===== src/tsfl_pkg.sv =====
// Function
// - No-carrier set at preamble, cleared on carrier
// - Carrier sampled from delimiter to last byte
// - Carrier loss never aborts a transmission
// - Loopback keeps no-carrier set without receive activity
// - Carrier-lost set when carrier low in span
// - No carrier ever gives both flags together
// - Loopback packets always set carrier-lost
// - Sixteenth collision aborts, sets excess flag
// - Collision beyond one slot sets late flag
// - Origin select picks preamble or delimiter reference
// - Late collision backs off and retries normally
// - Late flag cleared once status word written
// - Alignment-caused CRC error sets monitored-bad
// - Unmatched source address sets monitored-bad
package tsfl_pkg;

  // ----------------------------------------
  // Register map
  // ----------------------------------------
  localparam logic [7:0] TSFL_OFS_CTRL = 8'h00;
  localparam logic [7:0] TSFL_OFS_STATUS = 8'h04;
  localparam int TSFL_CTRL_LOOPBACK_BIT = 0;
  localparam int TSFL_CTRL_ORIGIN_BIT = 1;
  localparam logic TSFL_RST_LOOPBACK = 1'b0;
  localparam logic TSFL_RST_ORIGIN = 1'b0;

  // ----------------------------------------
  // Status word fields
  // ----------------------------------------
  localparam int TSFL_ST_NO_CARRIER_BIT = 8;
  localparam int TSFL_ST_CARRIER_LOST_BIT = 7;
  localparam int TSFL_ST_EXCESS_BIT = 6;
  localparam int TSFL_ST_LATE_BIT = 5;
  localparam int TSFL_ST_RSVD_BIT = 4;
  localparam int TSFL_ST_MON_BAD_BIT = 3;

  // ----------------------------------------
  // Timing and counts
  // ----------------------------------------
  localparam int TSFL_CLK_PERIOD_NS = 40;
  localparam int TSFL_SLOT_TIME_NS = 51200;
  // Rounded down: the slot is a longest time before a collision turns late
  localparam logic [10:0] TSFL_SLOT_CYC = 11'(TSFL_SLOT_TIME_NS / TSFL_CLK_PERIOD_NS);
  localparam logic [10:0] TSFL_TIMER_MAX = 11'h7FF;
  localparam logic [4:0] TSFL_COLL_LIMIT = 5'h10;

  typedef enum logic [1:0] {ST_IDLE, ST_PRE, ST_SPAN, ST_DONE} tsfl_state_e;

endpackage


===== src/tsfl_coll_if.sv =====
`timescale 1ns/1ns
interface tsfl_coll_if;
  logic attempt_start;
  logic sfd;
  logic origin_sel;
  logic col;
  logic new_pkt;
  logic sixteenth;
  logic late;
  modport ctl (output attempt_start, output sfd, output origin_sel, output col, output new_pkt,
    input sixteenth, input late);
  modport cnt (input attempt_start, input sfd, input origin_sel, input col, input new_pkt,
    output sixteenth, output late);
endinterface


===== src/tsfl_top.sv =====
// Our own choices: the placing of the registers and strobed register access.
`timescale 1ns/1ns
module tsfl_top
  import tsfl_pkg::*;
(
  input wire logic clk_in,
  input wire logic rst_in,
  input wire logic [7:0] reg_addr_in,
  input wire logic [15:0] reg_wdata_in,
  input wire logic reg_wr_in,
  input wire logic reg_rd_in,
  output logic [15:0] reg_rdata_out,
  input wire logic carrier_sense_in,
  input wire logic collision_in,
  input wire logic rx_activity_in,
  input wire logic tx_preamble_start_in,
  input wire logic tx_sfd_in,
  input wire logic tx_last_byte_in,
  input wire logic monitor_done_in,
  input wire logic monitor_crc_bad_in,
  input wire logic monitor_align_err_in,
  input wire logic monitor_sa_miss_in,
  input wire logic status_written_in,
  output logic tx_abort_out,
  output logic tx_retry_out,
  output logic status_valid_out,
  output logic [15:0] packet_status_word_out
);

  typedef struct packed {
    logic crs_s1;
    logic crs_s2;
    logic col_s1;
    logic col_s2;
    logic col_prev;
    logic act_s1;
    logic act_s2;
    tsfl_state_e st;
    logic loopback;
    logic origin_sel;
    logic retrying;
    logic no_carrier_flag;
    logic carrier_lost_flag;
    logic excess_collision_flag;
    logic late_collision_flag;
    logic monitored_bad_flag;
    logic status_valid;
    logic abort;
    logic retry;
    logic [15:0] rdata;
  } tsfl_top_s;

  tsfl_top_s q;
  tsfl_top_s d;
  logic col_edge;
  logic in_span;
  logic new_pkt;
  logic [15:0] status_word;

  tsfl_coll_if ci ();

  tsfl_coll u_coll (
    .clk_in(clk_in),
    .rst_in(rst_in),
    .ci(ci)
  );

  // ----------------------------------------
  // Event decode
  // ----------------------------------------
  assign col_edge = q.col_s2 && !q.col_prev;
  assign in_span = (q.st == ST_PRE && tx_sfd_in) || q.st == ST_SPAN;
  assign new_pkt = q.st == ST_IDLE && tx_preamble_start_in && !q.retrying;

  assign ci.attempt_start = q.st == ST_IDLE && tx_preamble_start_in;
  assign ci.sfd = q.st == ST_PRE && tx_sfd_in;
  assign ci.origin_sel = q.origin_sel;
  assign ci.col = col_edge && (q.st == ST_PRE || q.st == ST_SPAN);
  assign ci.new_pkt = new_pkt;

  always_comb
  begin
    status_word = 16'h0000;
    status_word[TSFL_ST_NO_CARRIER_BIT] = q.no_carrier_flag;
    status_word[TSFL_ST_CARRIER_LOST_BIT] = q.carrier_lost_flag;
    status_word[TSFL_ST_EXCESS_BIT] = q.excess_collision_flag;
    status_word[TSFL_ST_LATE_BIT] = q.late_collision_flag;
    status_word[TSFL_ST_RSVD_BIT] = 1'b0;
    status_word[TSFL_ST_MON_BAD_BIT] = q.monitored_bad_flag;
  end

  // ----------------------------------------
  // Next state
  // ----------------------------------------
  always_comb
  begin
    d = q;
    d.abort = 1'b0;
    d.retry = 1'b0;
    d.rdata = 16'h0000;
    // Only the second stage and col_prev are read by logic; the first is a pure synchroniser
    d.crs_s1 = carrier_sense_in;
    d.crs_s2 = q.crs_s1;
    d.col_s1 = collision_in;
    d.col_s2 = q.col_s1;
    d.col_prev = q.col_s2;
    d.act_s1 = rx_activity_in;
    d.act_s2 = q.act_s1;

    if (reg_wr_in && reg_addr_in == TSFL_OFS_CTRL)
    begin
      d.loopback = reg_wdata_in[TSFL_CTRL_LOOPBACK_BIT];
      d.origin_sel = reg_wdata_in[TSFL_CTRL_ORIGIN_BIT];
    end
    if (reg_rd_in)
    begin
      case (reg_addr_in)
        TSFL_OFS_CTRL:
        begin
          d.rdata[TSFL_CTRL_LOOPBACK_BIT] = q.loopback;
          d.rdata[TSFL_CTRL_ORIGIN_BIT] = q.origin_sel;
        end
        TSFL_OFS_STATUS:
        begin
          d.rdata = status_word;
        end
        default:
        begin
          d.rdata = 16'h0000;
        end
      endcase
    end

    case (q.st)
      ST_IDLE:
      begin
        if (tx_preamble_start_in)
        begin
          if (!q.retrying)
          begin
            d.carrier_lost_flag = 1'b0;
            d.excess_collision_flag = 1'b0;
            d.monitored_bad_flag = 1'b0;
          end
          d.no_carrier_flag = 1'b1;
          d.st = ST_PRE;
        end
      end
      ST_PRE:
      begin
        if (tx_sfd_in)
        begin
          d.st = ST_SPAN;
        end
      end
      ST_SPAN:
      begin
        if (tx_last_byte_in)
        begin
          d.st = ST_DONE;
          d.status_valid = 1'b1;
        end
      end
      ST_DONE:
      begin
        if (status_written_in)
        begin
          d.st = ST_IDLE;
          d.status_valid = 1'b0;
          d.retrying = 1'b0;
          d.late_collision_flag = 1'b0;
        end
      end
      default:
      begin
        d.st = ST_IDLE;
      end
    endcase

    // Carrier only records; the frame runs on regardless
    if (in_span)
    begin
      if (q.crs_s2 && (!q.loopback || q.act_s2))
      begin
        d.no_carrier_flag = 1'b0;
      end
      if (!q.crs_s2 || q.loopback)
      begin
        d.carrier_lost_flag = 1'b1;
      end
    end

    if (ci.col)
    begin
      if (ci.late)
      begin
        d.late_collision_flag = 1'b1;
      end
      if (ci.sixteenth)
      begin
        d.excess_collision_flag = 1'b1;
        d.abort = 1'b1;
        d.st = ST_DONE;
        d.status_valid = 1'b1;
      end
      else
      begin
        // Late and ordinary collisions share the same backoff path
        d.retry = 1'b1;
        d.retrying = 1'b1;
        d.st = ST_IDLE;
      end
    end

    // A late monitor verdict sets over any clear in the same cycle
    if (monitor_done_in && ((monitor_crc_bad_in && monitor_align_err_in)
      || monitor_sa_miss_in))
    begin
      d.monitored_bad_flag = 1'b1;
    end
  end

  // ----------------------------------------
  // State register
  // ----------------------------------------
  always_ff @(posedge clk_in)
  begin
    if (rst_in)
    begin
      q <= '0;
      q.st <= ST_IDLE;
      q.loopback <= TSFL_RST_LOOPBACK;
      q.origin_sel <= TSFL_RST_ORIGIN;
    end
    else
    begin
      q <= d;
    end
  end

  assign reg_rdata_out = q.rdata;
  assign tx_abort_out = q.abort;
  assign tx_retry_out = q.retry;
  assign status_valid_out = q.status_valid;
  assign packet_status_word_out = {7'h00, q.no_carrier_flag, q.carrier_lost_flag, q.excess_collision_flag,
    q.late_collision_flag, 1'b0, q.monitored_bad_flag, 3'h0};

  // ----------------------------------------
  // Checks
  // ----------------------------------------
  chk_nocarr_preamble: assert property (@(posedge clk_in) disable iff (rst_in)
    (q.st == ST_IDLE && tx_preamble_start_in && !col_edge) |=> q.no_carrier_flag && q.st == ST_PRE)
    else $error("no-carrier not set at preamble");
  chk_crs_clears_nocarr: assert property (@(posedge clk_in) disable iff (rst_in)
    (in_span && q.crs_s2 && !q.loopback) |=> !q.no_carrier_flag)
    else $error("carrier seen but no-carrier kept");
  chk_abort_cause: assert property (@(posedge clk_in) disable iff (rst_in)
    q.abort |-> $past(col_edge) && q.excess_collision_flag && q.status_valid)
    else $error("abort without sixteenth collision");
  chk_loop_nocarr: assert property (@(posedge clk_in) disable iff (rst_in)
    (in_span && q.loopback && !q.act_s2 && q.no_carrier_flag) |=> q.no_carrier_flag)
    else $error("loopback cleared no-carrier");
  chk_crs_lost: assert property (@(posedge clk_in) disable iff (rst_in)
    (in_span && !q.crs_s2) |=> q.carrier_lost_flag)
    else $error("carrier-lost not set");
  chk_both_flags: assert property (@(posedge clk_in) disable iff (rst_in)
    ($rose(q.status_valid) && !q.excess_collision_flag && q.no_carrier_flag) |-> q.carrier_lost_flag)
    else $error("no-carrier without carrier-lost");
  chk_loop_lost: assert property (@(posedge clk_in) disable iff (rst_in)
    (in_span && q.loopback) |=> q.carrier_lost_flag)
    else $error("loopback packet lacks carrier-lost");
  chk_late_retry: assert property (@(posedge clk_in) disable iff (rst_in)
    (ci.col && ci.late && !ci.sixteenth) |=> q.retry && !q.abort && q.late_collision_flag ##1 !q.retry)
    else $error("late collision not retried");
  chk_late_clear: assert property (@(posedge clk_in) disable iff (rst_in)
    (q.st == ST_DONE && status_written_in) |=> !q.late_collision_flag && !q.status_valid)
    else $error("late flag kept after write-back");
  chk_mon_bad_set: assert property (@(posedge clk_in) disable iff (rst_in)
    (monitor_done_in && (monitor_sa_miss_in || (monitor_crc_bad_in && monitor_align_err_in))) |=> q.monitored_bad_flag)
    else $error("monitored-bad not set");
  chk_rsvd_zero: assert property (@(posedge clk_in) disable iff (rst_in)
    reg_rd_in && reg_addr_in == TSFL_OFS_STATUS |=> reg_rdata_out[TSFL_ST_RSVD_BIT] == 1'b0)
    else $error("reserved bit read nonzero");

  // ----------------------------------------
  // Flag lifetime, span transition and collision outcome checks
  // ----------------------------------------
  chk_new_pkt_clear: assert property (@(posedge clk_in) disable iff (rst_in)
    new_pkt |=> !q.carrier_lost_flag && !q.excess_collision_flag && q.no_carrier_flag && q.st == ST_PRE)
    else $error("new packet flags not reset");
  chk_nocarr_held: assert property (@(posedge clk_in) disable iff (rst_in)
    (q.no_carrier_flag && !(in_span && q.crs_s2)) |=> q.no_carrier_flag)
    else $error("no-carrier cleared without carrier");
  chk_sfd_enters_span: assert property (@(posedge clk_in) disable iff (rst_in)
    (q.st == ST_PRE && tx_sfd_in && !ci.col) |=> q.st == ST_SPAN)
    else $error("delimiter did not open span");
  chk_last_closes_span: assert property (@(posedge clk_in) disable iff (rst_in)
    (q.st == ST_SPAN && tx_last_byte_in && !ci.col) |=> q.status_valid && q.st == ST_DONE)
    else $error("last byte did not close span");
  chk_span_no_abort: assert property (@(posedge clk_in) disable iff (rst_in)
    (in_span && !ci.col) |=> !q.abort)
    else $error("abort without collision");
  chk_loop_act_clears: assert property (@(posedge clk_in) disable iff (rst_in)
    (in_span && q.loopback && q.crs_s2 && q.act_s2) |=> !q.no_carrier_flag)
    else $error("loopback with activity kept no-carrier");
  chk_lost_needs_cause: assert property (@(posedge clk_in) disable iff (rst_in)
    (!q.carrier_lost_flag && !(in_span && (!q.crs_s2 || q.loopback))) |=> !q.carrier_lost_flag)
    else $error("carrier-lost set without cause");
  chk_abort_sixteenth: assert property (@(posedge clk_in) disable iff (rst_in)
    (ci.col && ci.sixteenth) |=> q.abort && q.excess_collision_flag && q.st == ST_DONE)
    else $error("sixteenth collision not aborted");
  chk_abort_pulse: assert property (@(posedge clk_in) disable iff (rst_in)
    q.abort |=> !q.abort)
    else $error("abort longer than one cycle");
  chk_excess_held: assert property (@(posedge clk_in) disable iff (rst_in)
    (q.excess_collision_flag && !new_pkt) |=> q.excess_collision_flag)
    else $error("excess flag dropped early");
  chk_plain_retry: assert property (@(posedge clk_in) disable iff (rst_in)
    (ci.col && !ci.sixteenth) |=> q.retry && !q.abort && q.st == ST_IDLE)
    else $error("collision not retried");
  chk_retry_pulse: assert property (@(posedge clk_in) disable iff (rst_in)
    q.retry |=> !q.retry)
    else $error("retry longer than one cycle");
  chk_retry_abort_excl: assert property (@(posedge clk_in) disable iff (rst_in)
    !(q.retry && q.abort))
    else $error("retry and abort together");
  chk_late_held: assert property (@(posedge clk_in) disable iff (rst_in)
    (q.late_collision_flag && !(q.st == ST_DONE && status_written_in)) |=> q.late_collision_flag)
    else $error("late flag dropped before write-back");
  chk_crc_only_clean: assert property (@(posedge clk_in) disable iff (rst_in)
    (!q.monitored_bad_flag && monitor_done_in && !monitor_sa_miss_in && !monitor_align_err_in) |=> !q.monitored_bad_flag)
    else $error("crc error without alignment set monitored-bad");
  chk_mon_bad_held: assert property (@(posedge clk_in) disable iff (rst_in)
    (q.monitored_bad_flag && !new_pkt) |=> q.monitored_bad_flag)
    else $error("monitored-bad dropped early");
  chk_sa_miss_bad: assert property (@(posedge clk_in) disable iff (rst_in)
    (monitor_done_in && monitor_sa_miss_in) |=> q.monitored_bad_flag)
    else $error("address miss not flagged");

  cov_full_packet: cover property (@(posedge clk_in) disable iff (rst_in)
    q.st == ST_SPAN && tx_last_byte_in ##1 q.status_valid);
  cov_excess_abort: cover property (@(posedge clk_in) disable iff (rst_in) q.abort);
  cov_late_collision: cover property (@(posedge clk_in) disable iff (rst_in) ci.late);
  cov_loopback_pkt: cover property (@(posedge clk_in) disable iff (rst_in)
    in_span && q.loopback && !q.act_s2);
  cov_late_retry: cover property (@(posedge clk_in) disable iff (rst_in)
    ci.late ##1 q.retry);

endmodule


===== src/tsfl_coll.sv =====
`timescale 1ns/1ns
module tsfl_coll
  import tsfl_pkg::*;
(
  input wire logic clk_in,
  input wire logic rst_in,
  tsfl_coll_if.cnt ci
);

  typedef struct packed {
    logic [10:0] timer;
    logic running;
    logic [4:0] count;
  } tsfl_coll_s;

  tsfl_coll_s q;
  tsfl_coll_s d;
  logic ref_hit;

  // ----------------------------------------
  // Slot timer and collision count
  // ----------------------------------------
  always_comb
  begin
    d = q;
    ref_hit = ci.origin_sel ? ci.sfd : ci.attempt_start;
    if (ref_hit)
    begin
      d.timer = 11'h000;
      d.running = 1'b1;
    end
    else if (ci.attempt_start)
    begin
      d.running = 1'b0;
    end
    else if (q.running && q.timer != TSFL_TIMER_MAX)
    begin
      d.timer = q.timer + 11'h001;
    end
    if (ci.col)
    begin
      d.count = q.count + 5'h01;
      d.running = 1'b0;
    end
    if (ci.new_pkt)
    begin
      d.count = 5'h00;
    end
  end

  // A collision in the preamble before a delimiter origin is never late
  assign ci.late = ci.col && q.running && (q.timer > TSFL_SLOT_CYC);
  assign ci.sixteenth = ci.col && (q.count == TSFL_COLL_LIMIT - 5'h01);

  always_ff @(posedge clk_in)
  begin
    if (rst_in)
    begin
      q <= '0;
    end
    else
    begin
      q <= d;
    end
  end

  chk_late_needs_slot: assert property (@(posedge clk_in) disable iff (rst_in)
    ci.late |-> q.timer > TSFL_SLOT_CYC && q.running) else $error("late collision inside slot");
  chk_early_not_late: assert property (@(posedge clk_in) disable iff (rst_in)
    (ci.col && q.running && q.timer <= TSFL_SLOT_CYC) |-> !ci.late) else $error("early collision marked late");
  chk_origin_restart: assert property (@(posedge clk_in) disable iff (rst_in)
    (ci.origin_sel && ci.sfd && !ci.col) |=> q.timer == 11'h000 && q.running) else $error("origin not restarted");

endmodule


===== config.mk =====
export PLATFORM = sky130hd
export DESIGN_NAME = tsfl_top
export DESIGN_NICKNAME = d
export VERILOG_FILES = /design/src/tsfl_pkg.sv /design/src/tsfl_coll_if.sv /design/src/tsfl_top.sv /design/src/tsfl_coll.sv
export SDC_FILE = /design/constraint.sdc
export NUM_CORES = 1
export LEC_CHECK = 0
export ABC_AREA = 1
export BUFFER_PORTS_ARGS = -buffer_cell sky130_fd_sc_hd__buf_4
export CAP_MARGIN = 20
export CORE_MARGIN = 2
export CORE_UTILIZATION = 50
export DETAILED_ROUTE_END_ITERATION = 7
export PLACE_DENSITY = 0.91
export SETUP_SLACK_MARGIN = 0.1
export SYNTH_ARGS = -nofsm -noshare
export SYNTH_HDL_FRONTEND = slang
export SYNTH_SLANG_ARGS = --single-unit

===== constraint.sdc =====
create_clock -name clk_in -period 1.84 [get_ports clk_in]
set_input_delay 0.276 -clock clk_in [delete_from_list [all_inputs] [get_ports clk_in]]
set_output_delay 0.276 -clock clk_in [all_outputs]
set_load 0.01 [all_outputs]

==> key figures <==
Status
  – Outcome: finished, final reports clean

Routing
  – Final wirelength: 4630 µm
  – Initial DRT Pass Iterations: 4
  – # DRC: 0
  – DR vias: 1895
  – Wirelength per Cell: ~12 µm
  – Drt first-iter violations: 179
  – Via density: around 4.8
  – Final ANT Viol Nets: 0

Synthesis
  – Post-synth top area share: 0.394
  – Number of synthesized flops with an enable pin: 0
  – Fraction of registers with async set/reset: 0
  – Seq/Total Area, Yosys: 0.394
  – Netlist Area Pre-Place: about 2200 µm²
  – Count leader, synth: nand2_1
  – Yosys reg bits: 44
  – Syn Inst Count: 307
  – Top_reg_cell synth: dfxtp_1
  – Netlist cell types: 32
  – Commonest cells in the netlist: nand2_1 (52), nor2_1 (45), dfxtp_1 (44), inv_1 (40), buf_4 (34)
  – Top cells by area, synth: dfxtp_1 (39%), buf_4 (11%), nand2_1 (8.7%), nor2_1 (7.6%), inv_1 (6.7%)
  – Yosys warns: 0
  – Leading area contributor after synthesis: dfxtp_1
  – Post-Syn Area per Cell: around 7.3 µm²

Clock network
  – Clk slew on worst S/H paths: around 90 ps
  – Worst skew pair latency: 310 ps
  – Max Root-Sink Buffers: 2
  – Hold_buf cts: 0
  – CTS Sinks: between 40 and 50
  – TritonCTS Buffers: 5
  – Htree depth: 2
  – TritonCTS clock tree: yes
  – Clk root buf: clkbuf_8

Final layout
  – Share of layout cells above drive strength 1: 0.211
  – Final nets: between 300 and 400
  – Fillers: approximately 400
  – Area delta synth->final: 14.8%
  – ANT cells: 0

Power
  – Leak: roughly 1.1 nW
  – Max VDD drop: roughly 630 µV
  – PwrDens: about 950 nW/µm²

Critical path
  – R2r setup slk: 180 ps
  – Crit-path leading delay family: buffers and inverters
  – Worst Reg2Reg Path Length in Cells: 9
  – Worst path max stage delay: approximately 340 ps
  – Cells along the critical path: inv_1, ha_1, nand2_1, o21ai_1, nor2_2, buf_4, buf_4, nand2_1, nor2_2
  – Crit Reg-Reg Endpoint: u_coll.q[14]
  – Setup CP Type: reg -> reg
  – Crit path buf inv count: 3
  – Worst setup SP type: register
  – Critical path origin: q[27]
  – Crit-path max FO: 4
  – Critical Path Sink: u_coll.q[14]
  – CP max-delay cell: dfxtp_2
  – CP arrival: around 1900 ps
  – Critical Path RT: roughly 2000 ps
  – Reg2Reg Launch Point: q[27]
  – Critical path endpoint category: register
  – Crit. path cell count: 9

Timing
  – Endpoints failing hold: 0
  – Final Cycle Share: 0.900
  – Highest Clock Rate: 604 MHz
  – Final Slew Violations: 0
  – Count of final setup violators: 0
  – RSZ-0062 raised after global routing: true
  – Final Critical Period: roughly 1700 ps
  – Final setup skew: around 12 ps
  – Fin Setup TNS: 0 ps
  – Hold Slack: about 160 ps

GRT
  – Total congestion overflow: 0
  – Vias in the first global route: 1718
  – Initial antenna violation count: 0
  – GRT Util Overall: 0.183
  – Largest net degree at the start of global routing: 16
  – First-pass GRT wire length: approximately 7400 µm

Die
  – Full die area: 5020 µm²
  – Initial Utilization: 0.517
  – Row count: 24
  – DIE WIDTH: approximately 71 µm
  – Die Ht: 70.9 µm
  – Core Region: 4320 µm²
  – I/O Pins: 74

Place
  – Routability Congestion: ~0.91
  – Buffers on Ports: 39
  – DPL Wire Length: around 3300 µm

Worst hold path
  – Worst Hold Class: in -> reg

Job
  – Max Cap Violations: 0
-- worst min-delay path: stages --
cell	delay (ps)
buf_4	80
inv_1	30
nor2_1	60
-- area by class of cell --
cell class / instances / area, µm² / area share
well taps: 52 / 65.1 / 0.0254
clock buffers: 5 / 68.8 / 0.0268
flip-flops and latches: 44 / 882 / 0.344
clock inverters: 3 / 46.3 / 0.0180
inverters: 45 / 169 / 0.0659
repair buffers: 44 / 330 / 0.129
multi-input cells: 200 / 998 / 0.389
repair inverters: 1 / 5.00 / 0.00195
-- report_power, final --
part	leakage (nW)	total [mW]	switching, mW	internal, mW
Clock	0.0548	0.770	0.361	0.409
Combinational	0.714	0.594	0.363	0.231
Sequential	0.358	1.07	0.0465	1.03
-- sequential cells by signal, indices dropped and copies added (netlist names) --
name,flops
packet_status_word_out,5
u_coll.q,17
reg_rdata_out,7
d,4
q,7
tx_retry_out,1
tx_abort_out,1
ci.origin_sel,1
status_valid_out,1
-- layout by cell type (no fill, tap or decap), types with 8 or more instances in the layout --
cell type  instances
dfxtp_1           43
ha_1               8
inv_1             40
nor2_1            45
conb_1            20
buf_4             44
a21oi_1           18
o21ai_0           13
nand2_1           50
nand3_1           12
-- stage by stage --
stage           util  cell area, µm²  setup slack [ps]  std cells  total power, mW
2_1_floorplan      -            2310               411        326             1.51
6_report       0.593            2560               183        394             2.44
3_3_place_gp   0.554            2400               257        381             1.60
3_5_place_dp   0.554            2400               176        381             1.63
4_1_cts        0.581            2510               146        389             2.39
5_1_grt        0.593            2560              78.7        394             2.59
-- metal layers --
| metal | global-route usage | up-vias | wire [µm] | part of all wire |
|---|---|---|---|---|
| met2 | 0.308 | 57 | 2370 | 0.51 |
| li1 | - | 968 | - | - |
| met5 | 0 | - | 0 | 0 |
| met4 | 0.0818 | 0 | 101 | 0.022 |
| met3 | 0.0413 | 10 | 171 | 0.037 |
| met1 | 0.222 | 860 | 1980 | 0.43 |
-- cell families (layout without fill, tap and decap cells) --
group,Yosys count,in the layout,share of synthesized area
buf+inv,82,98,0.199
other cells,1,20,0.00168
xor+xnor,3,3,0.0118
fa+ha+maj,8,8,0.0448
simple gates,130,130,0.255
compound gates,39,39,0.0941
flops,44,44,0.394
-- repair_timing --
item | 4_1_cts | 5_1_grt
gates resized for setup | 0 | 5
endpoints found under the setup margin | 0 | 15
setup buffers | 0 | 4
-- how the worst min path moves through the flow --
stage                   startpoint                         to  slack, ps  cells after the start
global placement             d[34]                      q[34]        390                      2
CTS                 rx_activity_in                      d[29]        160                      3
finish              rx_activity_in                      d[29]        160                      3
global route        rx_activity_in                      d[29]        160                      3
floorplan                   rst_in  packet_status_word_out[5]        350                      1
detailed placement           d[34]                      q[34]        400                      2
Note: power is estimated with default switching activity, not from simulation.
